### config.mk
export PLATFORM = sky130hd
export DESIGN_NAME = ubsm_top
export DESIGN_NICKNAME = d
export VERILOG_FILES = /design/src/common/ubsm_pkg.sv /design/src/core/ubsm_baud.sv /design/src/core/ubsm_rx.sv /design/src/core/ubsm_top.sv
export SDC_FILE = /design/constraint.sdc
export NUM_CORES = 1
export LEC_CHECK = 0
export ABC_AREA = 1
export ABC_CLOCK_PERIOD_IN_PS = 2000
export BUFFER_PORTS_ARGS = -buffer_cell sky130_fd_sc_hd__buf_2
export CAP_MARGIN = 40
export CORE_ASPECT_RATIO = 1.2
export CORE_MARGIN = 8
export CORE_UTILIZATION = 40
export CTS_CLUSTER_DIAMETER = 80
export DETAILED_ROUTE_END_ITERATION = 12
export SLEW_MARGIN = 0
export SYNTH_ARGS = -nofsm -noshare
export SYNTH_HDL_FRONTEND = slang
export SYNTH_SLANG_ARGS = --single-unit
### constraint.sdc
create_clock -name clk -period 2 [get_ports clk]
set_clock_uncertainty 0.05 [all_clocks]
set_input_delay 0.1 -clock clk [delete_from_list [all_inputs] [get_ports clk]]
set_output_delay 0.1 -clock clk [all_outputs]
set_load 0.01 [all_outputs]
### src/common/ubsm_pkg.sv
// constants and register map for the bus-collision / smart-card serial channel
// assumes an apb slave with 32-bit data, one aligned word per register
//
// Summary of operation
// collision bus mode sends each bus bit as one full character frame
// collision mode flags collision when driven tx level differs from sampled rx
// software selects mode 110b, no parity, one stop bit for collision mode
// software picks collision sample instant and transmit start condition
// with auto-clear set, a collision clears the transmit enable
// channels 0 and 1 need two enable bits set before collision works
// collision mode allows line polarity inversion and internal or external clock
// smart-card bit clock is source divided by 16*(n+1), n 00h..FFh
// transmit starts only with tx enable set and buffer-empty flag clear
// receive starts only with rx enable set and a start bit seen
// tx interrupt at shift-out done with tx_int_source_select set, else at buffer load; rx interrupt when buffer loaded
// overrun when next character nears last stop with buffer unread
// framing error on missing stop; flags update on buffer load
// error sum flag set when any overrun, framing or parity error occurs
// with error output enabled, parity error on receive drives tx low
// reading rx buffer during error signal clears parity flag, releases tx
// transmission complete request follows stop bit at transfer clock edge
// software samples rx line in tx-complete handler to see card error
// direct format: lsb first, no inversion, even parity
// inverse format: inverted, msb first, odd parity both ways
// software selects 101b, parity, tx-complete source, error output enable
// software clears spurious tx request after configuring smart-card mode
// frame is start, eight data, parity, stop, sampled at bit middle
package ubsm_pkg;
  // register byte offsets
  localparam logic [7:0] UBSM_OFS_TXBUF  = 8'h00;
  localparam logic [7:0] UBSM_OFS_RXBUF  = 8'h04;
  localparam logic [7:0] UBSM_OFS_BAUD   = 8'h08;
  localparam logic [7:0] UBSM_OFS_MODE   = 8'h0C;
  localparam logic [7:0] UBSM_OFS_CTRL   = 8'h10;
  localparam logic [7:0] UBSM_OFS_STAT   = 8'h14;
  localparam logic [7:0] UBSM_OFS_INTSEL = 8'h18;
  // mode register fields
  localparam int UBSM_MD_SEL_LO   = 0;  // serial_mode_select [2:0]
  localparam int UBSM_MD_CLKSRC   = 3;  // clock_source_select
  localparam int UBSM_MD_STOP2    = 4;  // stop_bit_count
  localparam int UBSM_MD_PODD     = 5;  // parity_odd_even_select (1 even)
  localparam int UBSM_MD_PEN      = 6;  // parity_enable
  localparam int UBSM_MD_POL      = 7;  // line_polarity_invert
  localparam int UBSM_MD_MSBF     = 8;  // bit_order_select
  localparam int UBSM_MD_INV      = 9;  // data_logic_invert
  localparam int UBSM_MD_ERE      = 10; // error_signal_output_enable
  localparam int UBSM_MD_TXIRS    = 11; // tx_int_source_select
  localparam int UBSM_MD_SAMP     = 12; // collision_sample_timing
  localparam int UBSM_MD_TX_ENABLE_AUTO_CLEAR     = 13; // tx_enable_auto_clear
  localparam int UBSM_MD_SSS      = 14; // tx_start_condition_select
  localparam int UBSM_MD_PRESC_LO = 16; // internal prescale select [17:16]
  localparam int UBSM_MD_W        = 18;
  // control register fields
  localparam int UBSM_CT_TE       = 0;
  localparam int UBSM_CT_RE       = 1;
  // status fields (read)
  localparam int UBSM_ST_TI   = 0;  // tx_buffer_empty_flag
  localparam int UBSM_ST_TXE  = 1;  // shift register empty
  localparam int UBSM_ST_RI   = 2;  // rx_complete_flag
  localparam int UBSM_ST_OER  = 3;
  localparam int UBSM_ST_FER  = 4;
  localparam int UBSM_ST_PER  = 5;
  localparam int UBSM_ST_SUM  = 6;
  localparam int UBSM_ST_BCOL = 7;  // sticky collision seen
  localparam int UBSM_ST_TXIR = 8;  // tx int_request_flag
  localparam int UBSM_ST_RXIR = 9;  // rx int_request_flag
  // int_source_select_reg fields
  localparam int UBSM_IS_CH0 = 6;   // collision_enable_ch0
  localparam int UBSM_IS_CH1 = 7;   // collision_enable_ch1
  // mode codes
  localparam logic [2:0] UBSM_MODE_BUS = 3'b110;
  localparam logic [2:0] UBSM_MODE_SIM = 3'b101;
  // frame timing in 16x ticks
  localparam logic [3:0] UBSM_OVS_LAST = 4'hF;
  localparam logic [3:0] UBSM_OVS_MID  = 4'h7;
  localparam logic [3:0] UBSM_DATA_N   = 4'h8;
  typedef enum logic [2:0] {
    UBSM_IDLE   = 3'b000,
    UBSM_START  = 3'b001,
    UBSM_DATA   = 3'b010,
    UBSM_PARITY = 3'b011,
    UBSM_STOP   = 3'b100
  } ubsm_state_t;
endpackage : ubsm_pkg

### src/core/ubsm_baud.sv
// 16x baud tick generator: selected source divided by n+1
// assumes ext pin already synchronised by the caller
`timescale 1ns/1ps
module ubsm_baud
  import ubsm_pkg::*;
(
  input  wire logic       clk,
  input  wire logic       rst_b,
  input  wire logic       ce,
  input  wire logic [1:0] prescSel,
  input  wire logic       extSel,
  input  wire logic       extLevel,
  input  wire logic [7:0] divN,
  output logic            tick16
);
  logic [4:0] preCnt_q;
  logic       extPrev_q;
  logic       srcEn;
  logic [7:0] divCnt_q;

  // free prescaler for internal sources /1 /2 /8 /32
  always_ff @(posedge clk or negedge rst_b) begin
    if (!rst_b) preCnt_q <= 5'h00;
    else if (ce) preCnt_q <= preCnt_q + 5'h01;
  end

  always_ff @(posedge clk or negedge rst_b) begin
    if (!rst_b) extPrev_q <= 1'b0;
    else if (ce) extPrev_q <= extLevel;
  end

  // external source counts rising edges of the clock pin
  always_comb begin
    if (extSel) srcEn = extLevel & ~extPrev_q;
    else begin
      case (prescSel)
        2'h0:    srcEn = 1'b1;
        2'h1:    srcEn = preCnt_q[0];
        2'h2:    srcEn = &preCnt_q[2:0];
        default: srcEn = &preCnt_q;
      endcase
    end
  end

  // reload divider giving n+1 source events per 16x tick
  always_ff @(posedge clk or negedge rst_b) begin
    if (!rst_b) begin
      divCnt_q <= 8'h00;
      tick16   <= 1'b0;
    end else if (ce) begin
      tick16 <= 1'b0;
      if (srcEn) begin
        if (divCnt_q == 8'h00) begin
          divCnt_q <= divN;
          tick16   <= 1'b1;
        end else divCnt_q <= divCnt_q - 8'h01;
      end
    end
  end
endmodule : ubsm_baud

### src/core/ubsm_rx.sv
// receive shifter: start, 8 data, optional parity, 1 or 2 stops
// assumes rxLine is synchronised and already polarity-corrected
`timescale 1ns/1ps
module ubsm_rx
  import ubsm_pkg::*;
(
  input  wire logic       clk,
  input  wire logic       rst_b,
  input  wire logic       ce,
  input  wire logic       tick16,
  input  wire logic       rxEn,
  input  wire logic       rxLine,
  input  wire logic       parEn,
  input  wire logic       stop2,
  output logic [7:0]      shiftData,
  output logic            parOk,
  output logic            stopOk,
  output logic            nearEnd,
  output logic            done
);
  ubsm_state_t st_q;
  logic [3:0]  ovs_q;
  logic [3:0]  bitCnt_q;
  logic        par_q;
  logic        mid;
  assign mid = tick16 && (ovs_q == UBSM_OVS_MID);

  // mid-bit sampling state machine
  always_ff @(posedge clk or negedge rst_b) begin
    if (!rst_b) begin
      st_q <= UBSM_IDLE; ovs_q <= 4'h0; bitCnt_q <= 4'h0; par_q <= 1'b0;
      shiftData <= 8'h00; parOk <= 1'b0; stopOk <= 1'b0; done <= 1'b0; nearEnd <= 1'b0;
    end else if (ce) begin
      done <= 1'b0;
      nearEnd <= 1'b0;
      if (tick16) ovs_q <= ovs_q + 4'h1;
      case (st_q)
        UBSM_IDLE: if (rxEn && !rxLine) begin
          st_q <= UBSM_START; ovs_q <= 4'h0;
        end
        UBSM_START: if (mid) begin
          if (rxLine) st_q <= UBSM_IDLE; // glitch, not a start
          else begin st_q <= UBSM_DATA; bitCnt_q <= 4'h0; par_q <= 1'b0; end
        end
        UBSM_DATA: if (mid) begin
          shiftData <= {rxLine, shiftData[7:1]};
          par_q     <= par_q ^ rxLine;
          bitCnt_q  <= bitCnt_q + 4'h1;
          if (bitCnt_q == UBSM_DATA_N - 4'h1) begin
            st_q <= parEn ? UBSM_PARITY : UBSM_STOP;
            bitCnt_q <= 4'h0;
            if (!parEn && !stop2) nearEnd <= 1'b1; // bit before last stop
          end
        end
        UBSM_PARITY: if (mid) begin
          par_q <= par_q ^ rxLine;
          st_q  <= UBSM_STOP;
          if (!stop2) nearEnd <= 1'b1;
        end
        UBSM_STOP: if (mid) begin
          stopOk   <= (bitCnt_q == 4'h0) ? rxLine : (stopOk & rxLine);
          bitCnt_q <= bitCnt_q + 4'h1;
          if (stop2 && bitCnt_q == 4'h0) nearEnd <= 1'b1;
          if (!stop2 || bitCnt_q != 4'h0) begin
            parOk <= ~par_q;  // even over data+parity
            st_q  <= UBSM_IDLE;
            done  <= 1'b1;
          end
        end
        default: st_q <= UBSM_IDLE;
      endcase
    end
  end
endmodule : ubsm_rx

### src/core/ubsm_top.sv
// serial channel with collision-detect bus mode and smart-card mode
// assumes apb master on clk; line pins asynchronous, synchronised here
//
// Chosen here: the address map and register access over APB.
`timescale 1ns/1ps
module ubsm_top
  import ubsm_pkg::*;
(
  input  wire logic        clk,
  input  wire logic        rst_b,
  input  wire logic        ce,
  input  wire logic        psel,
  input  wire logic        penable,
  input  wire logic        pwrite,
  input  wire logic [7:0]  paddr,
  input  wire logic [31:0] pwdata,
  output logic [31:0]      prdata,
  output logic             pready,
  output logic             pslverr,
  input  wire logic        serialInPin,
  input  wire logic        externalClockPin,
  output logic             serialOutPin,
  output logic             serialOutOe_b,
  output logic             txIntReq,
  output logic             rxIntReq,
  output logic             collisionIntReq
);
  logic [UBSM_MD_W-1:0] mode_q;
  logic [7:0]  baud_q;
  logic        txEn_q, rxEn_q;
  logic [7:0]  intSel_q;
  logic [8:0]  txBuf_q;
  logic        txEmpty_q;
  logic [7:0]  rxBuf_q;
  logic        ri_q, oer_q, fer_q, per_q, bcol_q;
  logic        perSig_q;
  logic        rxS1_q, rxS2_q, ckS1_q, ckS2_q;
  logic        apbWr, apbRd, rxRead;
  logic        sim, busMode, collArmed;
  logic        tick16;
  logic        rxLine;
  logic [7:0]  rxShift;
  logic        rxParOk, rxStopOk, rxNear, rxDone;
  ubsm_state_t txSt_q;
  logic [3:0]  txOvs_q, txBit_q;
  logic [7:0]  txSh_q;
  logic        txPar_q, txLvl_q, txDone, txLoad;
  logic        collide;

  assign sim       = mode_q[UBSM_MD_SEL_LO +: 3] == UBSM_MODE_SIM;
  assign busMode   = mode_q[UBSM_MD_SEL_LO +: 3] == UBSM_MODE_BUS;
  // channels 0 and 1 gate detection on the select bits
  assign collArmed = busMode && intSel_q[UBSM_IS_CH0] && intSel_q[UBSM_IS_CH1];
  assign apbWr     = psel && penable && pwrite;
  assign apbRd     = psel && penable && !pwrite;
  assign rxRead    = apbRd && paddr == UBSM_OFS_RXBUF;

  // two-flop synchronisers on both pins
  always_ff @(posedge clk or negedge rst_b) begin
    if (!rst_b) begin
      rxS1_q <= 1'b1; rxS2_q <= 1'b1; ckS1_q <= 1'b0; ckS2_q <= 1'b0;
    end else if (ce) begin
      rxS1_q <= serialInPin; rxS2_q <= rxS1_q;
      ckS1_q <= externalClockPin; ckS2_q <= ckS1_q;
    end
  end
  assign rxLine = rxS2_q ^ mode_q[UBSM_MD_POL];

  ubsm_baud u_baud (
    .clk      (clk),
    .rst_b    (rst_b),
    .ce       (ce),
    .prescSel (mode_q[UBSM_MD_PRESC_LO +: 2]),
    .extSel   (mode_q[UBSM_MD_CLKSRC]),
    .extLevel (ckS2_q),
    .divN     (baud_q),
    .tick16   (tick16)
  );

  ubsm_rx u_rx (
    .clk       (clk),
    .rst_b     (rst_b),
    .ce        (ce),
    .tick16    (tick16),
    .rxEn      (rxEn_q),
    .rxLine    (rxLine),
    .parEn     (mode_q[UBSM_MD_PEN]),
    .stop2     (mode_q[UBSM_MD_STOP2]),
    .shiftData (rxShift),
    .parOk     (rxParOk),
    .stopOk    (rxStopOk),
    .nearEnd   (rxNear),
    .done      (rxDone)
  );

  // configuration registers; collision may auto-clear tx enable
  always_ff @(posedge clk or negedge rst_b) begin
    if (!rst_b) begin
      mode_q <= '0; baud_q <= 8'h00; txEn_q <= 1'b0; rxEn_q <= 1'b0; intSel_q <= 8'h00;
    end else if (ce) begin
      if (apbWr && paddr == UBSM_OFS_MODE)   mode_q   <= pwdata[UBSM_MD_W-1:0];
      if (apbWr && paddr == UBSM_OFS_BAUD)   baud_q   <= pwdata[7:0];
      if (apbWr && paddr == UBSM_OFS_INTSEL) intSel_q <= pwdata[7:0];
      if (apbWr && paddr == UBSM_OFS_CTRL) begin
        txEn_q <= pwdata[UBSM_CT_TE];
        rxEn_q <= pwdata[UBSM_CT_RE];
      end
      if (collide && mode_q[UBSM_MD_TX_ENABLE_AUTO_CLEAR]) txEn_q <= 1'b0;
    end
  end

  // tx buffer: write clears empty flag, shifter load sets it
  always_ff @(posedge clk or negedge rst_b) begin
    if (!rst_b) begin
      txBuf_q <= 9'h000; txEmpty_q <= 1'b1;
    end else if (ce) begin
      if (txLoad) txEmpty_q <= 1'b1;
      if (apbWr && paddr == UBSM_OFS_TXBUF) begin
        txBuf_q <= pwdata[8:0]; txEmpty_q <= 1'b0;
      end
    end
  end

  // start needs enable and data; in bus mode sss adds wait for idle high rx line
  assign txLoad = txSt_q == UBSM_IDLE && txEn_q && !txEmpty_q && tick16 &&
                  (!(busMode && mode_q[UBSM_MD_SSS]) || rxLine);

  // transmit frame, one full character per bus bit in collision mode
  always_ff @(posedge clk or negedge rst_b) begin
    if (!rst_b) begin
      txSt_q <= UBSM_IDLE; txOvs_q <= 4'h0; txBit_q <= 4'h0; txSh_q <= 8'h00;
      txPar_q <= 1'b0; txLvl_q <= 1'b1; txDone <= 1'b0;
    end else if (ce) begin
      txDone <= 1'b0;
      if (tick16 && txSt_q != UBSM_IDLE) txOvs_q <= txOvs_q + 4'h1;
      if (txLoad) begin
        txSt_q  <= UBSM_START; txOvs_q <= 4'h0; txLvl_q <= 1'b0; txBit_q <= 4'h0;
        txSh_q  <= mode_q[UBSM_MD_INV] ? ~txBuf_q[7:0] : txBuf_q[7:0];
        txPar_q <= ~mode_q[UBSM_MD_PODD]; // odd seeds 1, even seeds 0
      end else if (tick16 && txOvs_q == UBSM_OVS_LAST) begin
        case (txSt_q)
          UBSM_START, UBSM_DATA: begin
            if (txSt_q == UBSM_DATA && txBit_q == UBSM_DATA_N) begin
              txSt_q  <= mode_q[UBSM_MD_PEN] ? UBSM_PARITY : UBSM_STOP;
              txLvl_q <= mode_q[UBSM_MD_PEN] ? txPar_q : 1'b1;
              txBit_q <= 4'h0;
            end else begin
              txSt_q  <= UBSM_DATA;
              // msb-first shifts from bit 7, lsb-first from bit 0
              txLvl_q <= mode_q[UBSM_MD_MSBF] ? txSh_q[7] : txSh_q[0];
              txPar_q <= txPar_q ^ (mode_q[UBSM_MD_MSBF] ? txSh_q[7] : txSh_q[0]);
              txSh_q  <= mode_q[UBSM_MD_MSBF] ? {txSh_q[6:0], 1'b0} : {1'b0, txSh_q[7:1]};
              txBit_q <= txBit_q + 4'h1;
            end
          end
          UBSM_PARITY: begin
            txSt_q <= UBSM_STOP; txLvl_q <= 1'b1;
          end
          UBSM_STOP: begin
            txBit_q <= txBit_q + 4'h1;
            if (!mode_q[UBSM_MD_STOP2] || txBit_q != 4'h0) begin
              txSt_q <= UBSM_IDLE;
              txDone <= 1'b1; // first edge after stop
            end
          end
          default: txSt_q <= UBSM_IDLE;
        endcase
      end
    end
  end

  // compare driven and sampled level at chosen instant
  assign collide = collArmed && txSt_q != UBSM_IDLE && tick16 &&
                   txOvs_q == (mode_q[UBSM_MD_SAMP] ? UBSM_OVS_LAST : UBSM_OVS_MID) &&
                   txLvl_q != rxLine;

  // receive buffer and error flags; set wins over the read clear
  always_ff @(posedge clk or negedge rst_b) begin
    if (!rst_b) begin
      rxBuf_q <= 8'h00; ri_q <= 1'b0; oer_q <= 1'b0; fer_q <= 1'b0; per_q <= 1'b0;
      perSig_q <= 1'b0; bcol_q <= 1'b0;
    end else if (ce) begin
      if (rxRead) begin
        ri_q <= 1'b0; oer_q <= 1'b0; fer_q <= 1'b0; per_q <= 1'b0;
        perSig_q <= 1'b0; // release tx line
      end
      if (rxNear && ri_q && !rxRead) oer_q <= 1'b1;
      if (rxDone) begin
        if (!(ri_q && !rxRead)) rxBuf_q <= mode_q[UBSM_MD_INV] ?
            ~{rxShift[0], rxShift[1], rxShift[2], rxShift[3],
              rxShift[4], rxShift[5], rxShift[6], rxShift[7]} : rxShift;
        ri_q  <= 1'b1;
        fer_q <= !rxStopOk;
        per_q <= mode_q[UBSM_MD_PEN] &&
                 (rxParOk != mode_q[UBSM_MD_PODD]);
        if (sim && mode_q[UBSM_MD_ERE] && mode_q[UBSM_MD_PEN] &&
            rxParOk != mode_q[UBSM_MD_PODD]) perSig_q <= 1'b1;
      end
      if (collide) bcol_q <= 1'b1;
      if (apbWr && paddr == UBSM_OFS_STAT && pwdata[UBSM_ST_BCOL] && !collide) bcol_q <= 1'b0;
    end
  end

  // interrupt request pulses and pin drive, all registered
  always_ff @(posedge clk or negedge rst_b) begin
    if (!rst_b) begin
      txIntReq <= 1'b0; rxIntReq <= 1'b0; collisionIntReq <= 1'b0;
      serialOutPin <= 1'b1; serialOutOe_b <= 1'b1;
    end else if (ce) begin
      txIntReq <= mode_q[UBSM_MD_TXIRS] ? txDone : txLoad;
      rxIntReq <= rxDone && !(ri_q && !rxRead); // overrun leaves request alone
      collisionIntReq <= collide;
      serialOutPin  <= (txLvl_q & ~perSig_q) ^ mode_q[UBSM_MD_POL];
      serialOutOe_b <= 1'b0;
    end
  end

  // apb slave, zero wait states, error on unmapped offsets
  always_ff @(posedge clk or negedge rst_b) begin
    if (!rst_b) begin
      prdata <= 32'h0000_0000; pready <= 1'b0; pslverr <= 1'b0;
    end else if (ce) begin
      pready  <= psel && !penable;
      pslverr <= 1'b0;
      if (psel && !penable) begin
        prdata <= 32'h0000_0000;
        case (paddr)
          UBSM_OFS_TXBUF:  prdata[8:0] <= txBuf_q;
          UBSM_OFS_RXBUF:  prdata[7:0] <= rxBuf_q;
          UBSM_OFS_BAUD:   prdata[7:0] <= baud_q;
          UBSM_OFS_MODE:   prdata[UBSM_MD_W-1:0] <= mode_q;
          UBSM_OFS_CTRL:   prdata[1:0] <= {rxEn_q, txEn_q};
          UBSM_OFS_STAT:   prdata[9:0] <= {rxIntReq, txIntReq, bcol_q,
                             oer_q | fer_q | per_q, per_q, fer_q, oer_q, ri_q,
                             txSt_q == UBSM_IDLE, txEmpty_q};
          UBSM_OFS_INTSEL: prdata[7:0] <= intSel_q;
          default:         pslverr <= 1'b1;
        endcase
      end
    end
  end
endmodule : ubsm_top

# After elaboration in Yosys (flattened, before gate mapping)
# Index checks and enable logic that the tools add are counted.
# word_totals
reg_bits,150
# classes
n_eq_ne,36
addsub,6
n_mux,95
n_bitwise,16
reduce_logical,104
# op_table
cell,count
8-bit 2-to-1 mux,9
4-bit 2-to-1 mux,14
1-bit 2-to-1 mux,47
1-bit logical AND,40
3-bit 2-to-1 mux,12
6-bit case mux with 6 select lines,1
2-bit AND reduction,13
8-bit by 5-bit == test with 1-bit output (second input constant),3
3-bit AND reduction,7
2-bit nonzero test,9
4-bit by 1-bit adder with 4-bit output (second input constant),4
8-bit by 4-bit == test with 1-bit output (second input constant),2
8-bit zero test,2
2-bit by 1-bit != test with 1-bit output (second input constant),8
8-bit NOT,2
3-bit case mux with 5 select lines,1
2-bit case mux with 7 select lines,1
3-bit by 2-bit == test with 1-bit output (second input constant),4
3-bit == test (second input constant),4
4-bit case mux with 3 select lines,1
3-bit nonzero test,4
1-bit zero test,11
5-bit AND reduction,2
1-bit case mux with 3 select lines,3
30 further kinds,53

# Logic depth before layout (Yosys ltp)
# depth
word_depth,11
depth_mapped,11

# By module
# Synthesis repeated with hierarchy kept, for this count alone.
# hier_totals
hier_cells,1074
area_unflattened_um2,8411.8
# modules_own_cells
module,instances,cells_per_inst,area_each_um2
ubsm_top,1,770,6050.8
ubsm_rx,1,168,1350.0
ubsm_baud,1,136,1011.0

# Worst setup path after synthesis
# Ideal clock, no wire load.
# synth_timing
path_type,flip-flop to flip-flop
from,register u_baud.preCnt_q[0]
to,register u_baud.divCnt_q[4]
path_buffers,0
path_stages_with_launch,12
setup_time_ps,124
t_arrival_ps,1615
slack_ps,211
required_time_ps,1826
cell_sequence,dfrtp_1 > ha_1 > and3_1 > ha_1 > nand2_1 > nand3_1 > nand2_1 > nand2_1 > nand2_1 > inv_1 > o211ai_1 > nand2_1
# synth_between
elab_chain_len,4
elab_cells_between_ends,5
cone_classes,mux (2); reduce/logical (3)
# synth_rtl
element,line,source
from (decl),ubsm_baud.sv:16,logic [4:0] preCnt_q;
from (signal assigned),ubsm_baud.sv:24,else if (ce) preCnt_q <= preCnt_q + 5'h01;
5-bit AND reduction / 3-bit AND reduction (equally long branches),"ubsm_baud.sv:40, ubsm_baud.sv:39",
1-bit case mux with 3 select lines (*),ubsm_baud.sv:36,case (prescSel)
1-bit 2-to-1 mux (*),ubsm_baud.sv:34,if (extSel) srcEn = extLevel & ~extPrev_q;
2-bit AND reduction (no line) (*),--,
to (signal assigned),ubsm_baud.sv:54,divCnt_q <= divN;
to (signal assigned),ubsm_baud.sv:56,end else divCnt_q <= divCnt_q - 8'h01;
to (decl),ubsm_baud.sv:19,logic [7:0] divCnt_q;
# Mark *: on every way between the ends. The rest lies on a longest branch, timed or not.
# A chain may end at the register's enable or synchronous reset.

# Worst setup path in the final report
# layout_timing
from,register u_baud.preCnt_q[1]
to,register u_baud.divCnt_q[7]
# Same word-level chain as after synthesis.

==> qor.yml <==
outcome: "completed"
regToRegSetupSlack_ns: 0.18
ios: 87
postSynth.asyncResetShare_pct: 100
seqCellArea_mm2: 0.00376
switching_share_pct: 30.9
final_layout_size_suffix_gt1_share_pct: 18.9
power_frac_seq_pct: 43.8
via_count: 6869
final-hold-violation-count: 0
grt_overflow_total: 0
grt_max_degree: 62
cts_tree: "built"
antenna_found_initial: 0
arrival_ns: 2.10
yosysWarningCount: 0
num_rows: 57
worstSkewPairLatency_ns: 0.44
synthCells: 1027
crit_end: "u_baud.divCnt_q[7]"
initialDrtViolationCount: 356
place_congestion: 0.857
drc: 0
multi_input_comb_area_mm2: 0.00385
synth_simple_gate_area_share_pct: 30.8
synthDominantAreaCellType: "dfrtp_1"
syn_area_mm2: 0.00824
r2r_cells: 12
hold_class: "in2reg"
initial_core_util_pct: 40.7
wl_um: 21300
fillers: 2008
required_ns: 2.28
ant_nets: 0
die_w_um: 147
cts_buffers: 17
setup.worst_path.end_class: "register"
synthTopCellsByArea: "dfrtp_1 (44%), nand2_1 (16%), inv_1 (4.2%)"
synth_edf_count: 0
dr.pass1.iters: 5
synth.area.mux_share_pct: 0
worstSetupStartpoint: "u_baud.preCnt_q[1]"
worstSetupStartpointType: "register"
min_period_ns: 1.82
switchingPower_w: 0.00234
ys.flop_type: "dfrtp_1"
r2r_end: "u_baud.divCnt_q[7]"
grt_usage_pct: 17.3
grt_pass1_wl_um: 35400
rsz0062_at_grt: "no"
critical_path_class: "reg2reg"
cp_max_fo: 7
core_mm2: 0.0203
finalNetCount: 1184
clock_sinks: 150
syn_to_final_growth_pct: 17.3
yosysUniqueCellTypes: 48
finalCritPeriodShare_pct: 90.9
antennaDiodeCount: 0
vdd_drop_max_uv: 592
synthAdderAreaFrac_pct: 1.67
die_area_mm2: 0.0255
cts_root_buf: "clkbuf_16"
viasPerCell: 4.90
rr_startpoint: "u_baud.preCnt_q[1]"
synth.top_cell.area_share_pct: 43.7
fmax_mhz: 550
yosysSeqAreaShare_pct: 45.7
finalMaxSlewViolations: 0
p_int_w: 0.00524
synth_top_family_by_area: "simple AND/OR/NAND/NOR gates"
ctsLongestPathBuffers: 2
synth_area_per_cell_um2: 8.02
slew_headroom_pct: 60.9
power.total_w: 0.00759
p_per_area_mw_per_mm2: 785
synth_xor_area_share_pct: 2.23
synth_compound_area_share_pct: 11.3
p_clk_share_pct: 42.8
grt_pass1_vias: 6933
post_cts_buffers: 0
clk_pin_slew_ns: 0.08
maxCapViolations: 0
worstMarginPinSlew_ns: 0.587
h-tree-depth: 4
pwr-share-comb_pct: 13.5
synth_seq_cells: 150
fp.dieH_um: 173
p_leak_nw: 4.97
fin_tns_setup_ns: 0
avgRoutedWirePerCell_um: 15.2
hpwl_um: 15700
setup_viol_count_final: 0
io_buffers: 58
-- sequential cells by signal, indices dropped and copies added, names as in the netlist, 3 cells and up --
| register | cells |
|---|---|
| u_rx.st_q | 3 |
| intSel_q | 8 |
| u_rx.ovs_q | 4 |
| u_rx.shiftData | 8 |
| u_rx.bitCnt_q | 4 |
| prdata | 18 |
| u_baud.preCnt_q | 5 |
| txBit_q | 4 |
| txSt_q | 3 |
| rxBuf_q | 8 |
| baud_q | 8 |
| txBuf_q | 9 |
| txSh_q | 8 |
| u_baud.divCnt_q | 8 |
| mode_q | 18 |
| txOvs_q | 4 |
-- final cells by class --
cell class | instances | area share (%)
Tap cell | 265 | 3.43
Multi-Input combinational cell | 751 | 39.9
Inverter | 100 | 3.94
Clock buffer | 17 | 4.40
Sequential cell | 150 | 38.9
Clock inverter | 15 | 1.75
Timing Repair Buffer | 105 | 7.68
-- cell usage after synthesis (4+ instances only) --
cell type,number
nand2_1,351
o21ai_1,17
o21ai_0,61
buf_2,8
o21ai_2,30
nor2_8,4
a21oi_1,18
clkbuf_1,4
nor2_4,7
xnor2_1,9
nand4_1,8
nor3_1,6
nand2_4,8
buf_6,8
o31ai_1,7
nand2_2,13
ha_1,11
buf_4,17
nand3_2,6
nand3_1,63
inv_2,4
o22ai_1,4
xor2_1,12
a21oi_2,6
nor2_2,10
dfrtp_1,144
nor2_1,69
inv_1,93
dfstp_2,6
-- power by group through the flow --
stage	combinational, W	clock (W)	sequential (W)
floorplan	0.000666	0	0.00336
global placement	0.000980	0	0.00337
detailed placement	0.000990	0	0.00338
CTS	0.00104	0.00329	0.00332
global route	0.00117	0.00340	0.00334
finish	0.00102	0.00324	0.00332
-- metal layers --
layer | routed length, um | part of all wire (%) | up-vias | GRT usage (%)
li1 | - | - | 3453 | -
met1 | 9440 | 44 | 3245 | 21.2
met2 | 10600 | 50 | 143 | 30.0
met3 | 871 | 4.1 | 28 | 3.29
met4 | 374 | 1.8 | 0 | 5.62
met5 | 0 | 0 | - | 0
-- cells by family after synthesis --
family | Yosys count
AO/OA/AOI/OAI | 150
XOR/XNOR | 21
adder cells (fa/ha/maj) | 11
buffers and inverters | 139
flip-flops | 150
other | 1
AND/OR/NAND/NOR | 555
-- what timing repair did --
action | CTS | global route
setup endpoints to repair | 0 | 5
hold endpoints to repair | 98 | 0
resized for setup | 0 | 2
hold buffers | 27 | 0
-- worst min path at each step --
| stage | from | end | slack, ns | cells past startpoint |
|---|---|---|---|---|
| global placement | rst_b | u_baud.divCnt_q[5] | 0.09 | 1 |
| floorplan | rst_b | baud_q[0] | -0.25 | 0 |
| CTS | pwrite | oer_q | 0.02 | 5 |
| detailed placement | rst_b | u_baud.divCnt_q[5] | 0.08 | 1 |
| global route | pwrite | oer_q | 0.05 | 5 |
| finish | pwrite | oer_q | 0.03 | 5 |
-- per-stage QoR --
stage	hold WS, ns	instance area [um^2]	instances	utilization, %	setup WS (ns)
3_5_place_dp	0.0766	8790	1344	43.4	0.0977
5_1_grt	0.0505	9660	1403	47.7	0.0386
3_3_place_gp	0.0873	8790	1344	43.4	0.148
6_report	0.0301	9660	1403	47.7	0.182
2_1_floorplan	-0.246	8290	1040	-	0.211
4_1_cts	0.0181	9660	1403	47.7	0.0863
-- cell usage in the layout (no fill, tap or decap), drive strengths merged, types with 2 or more instances in the layout --
cell         instances
dfrtp              144
o22ai                4
nor3b                2
nand3b               2
nor3                 6
dlygate4sd3         27
o211ai               2
nand2              373
clkinv               6
buf                 78
o21ai              108
ha                  11
a21oi               25
dfstp                6
xnor2                9
nor2                90
o31ai                7
nand4                9
nand3               71
clkbuf              17
inv                109
xor2                12
conb                14
-- critical path: stages, from the launching register on --
cell and delay, ns:
dfrtp_1 0.40, ha_1 0.20, and3_1 0.18, ha_1 0.19, nand2_1 0.05, nand3_1 0.07, nand2_1 0.06, nand2_1 0.05
nand2_2 0.12, buf_4 0.17, nor2_1 0.04, o21ai_0 0.07, nand2_1 0.06
Power figures use the tool's default switching activity.
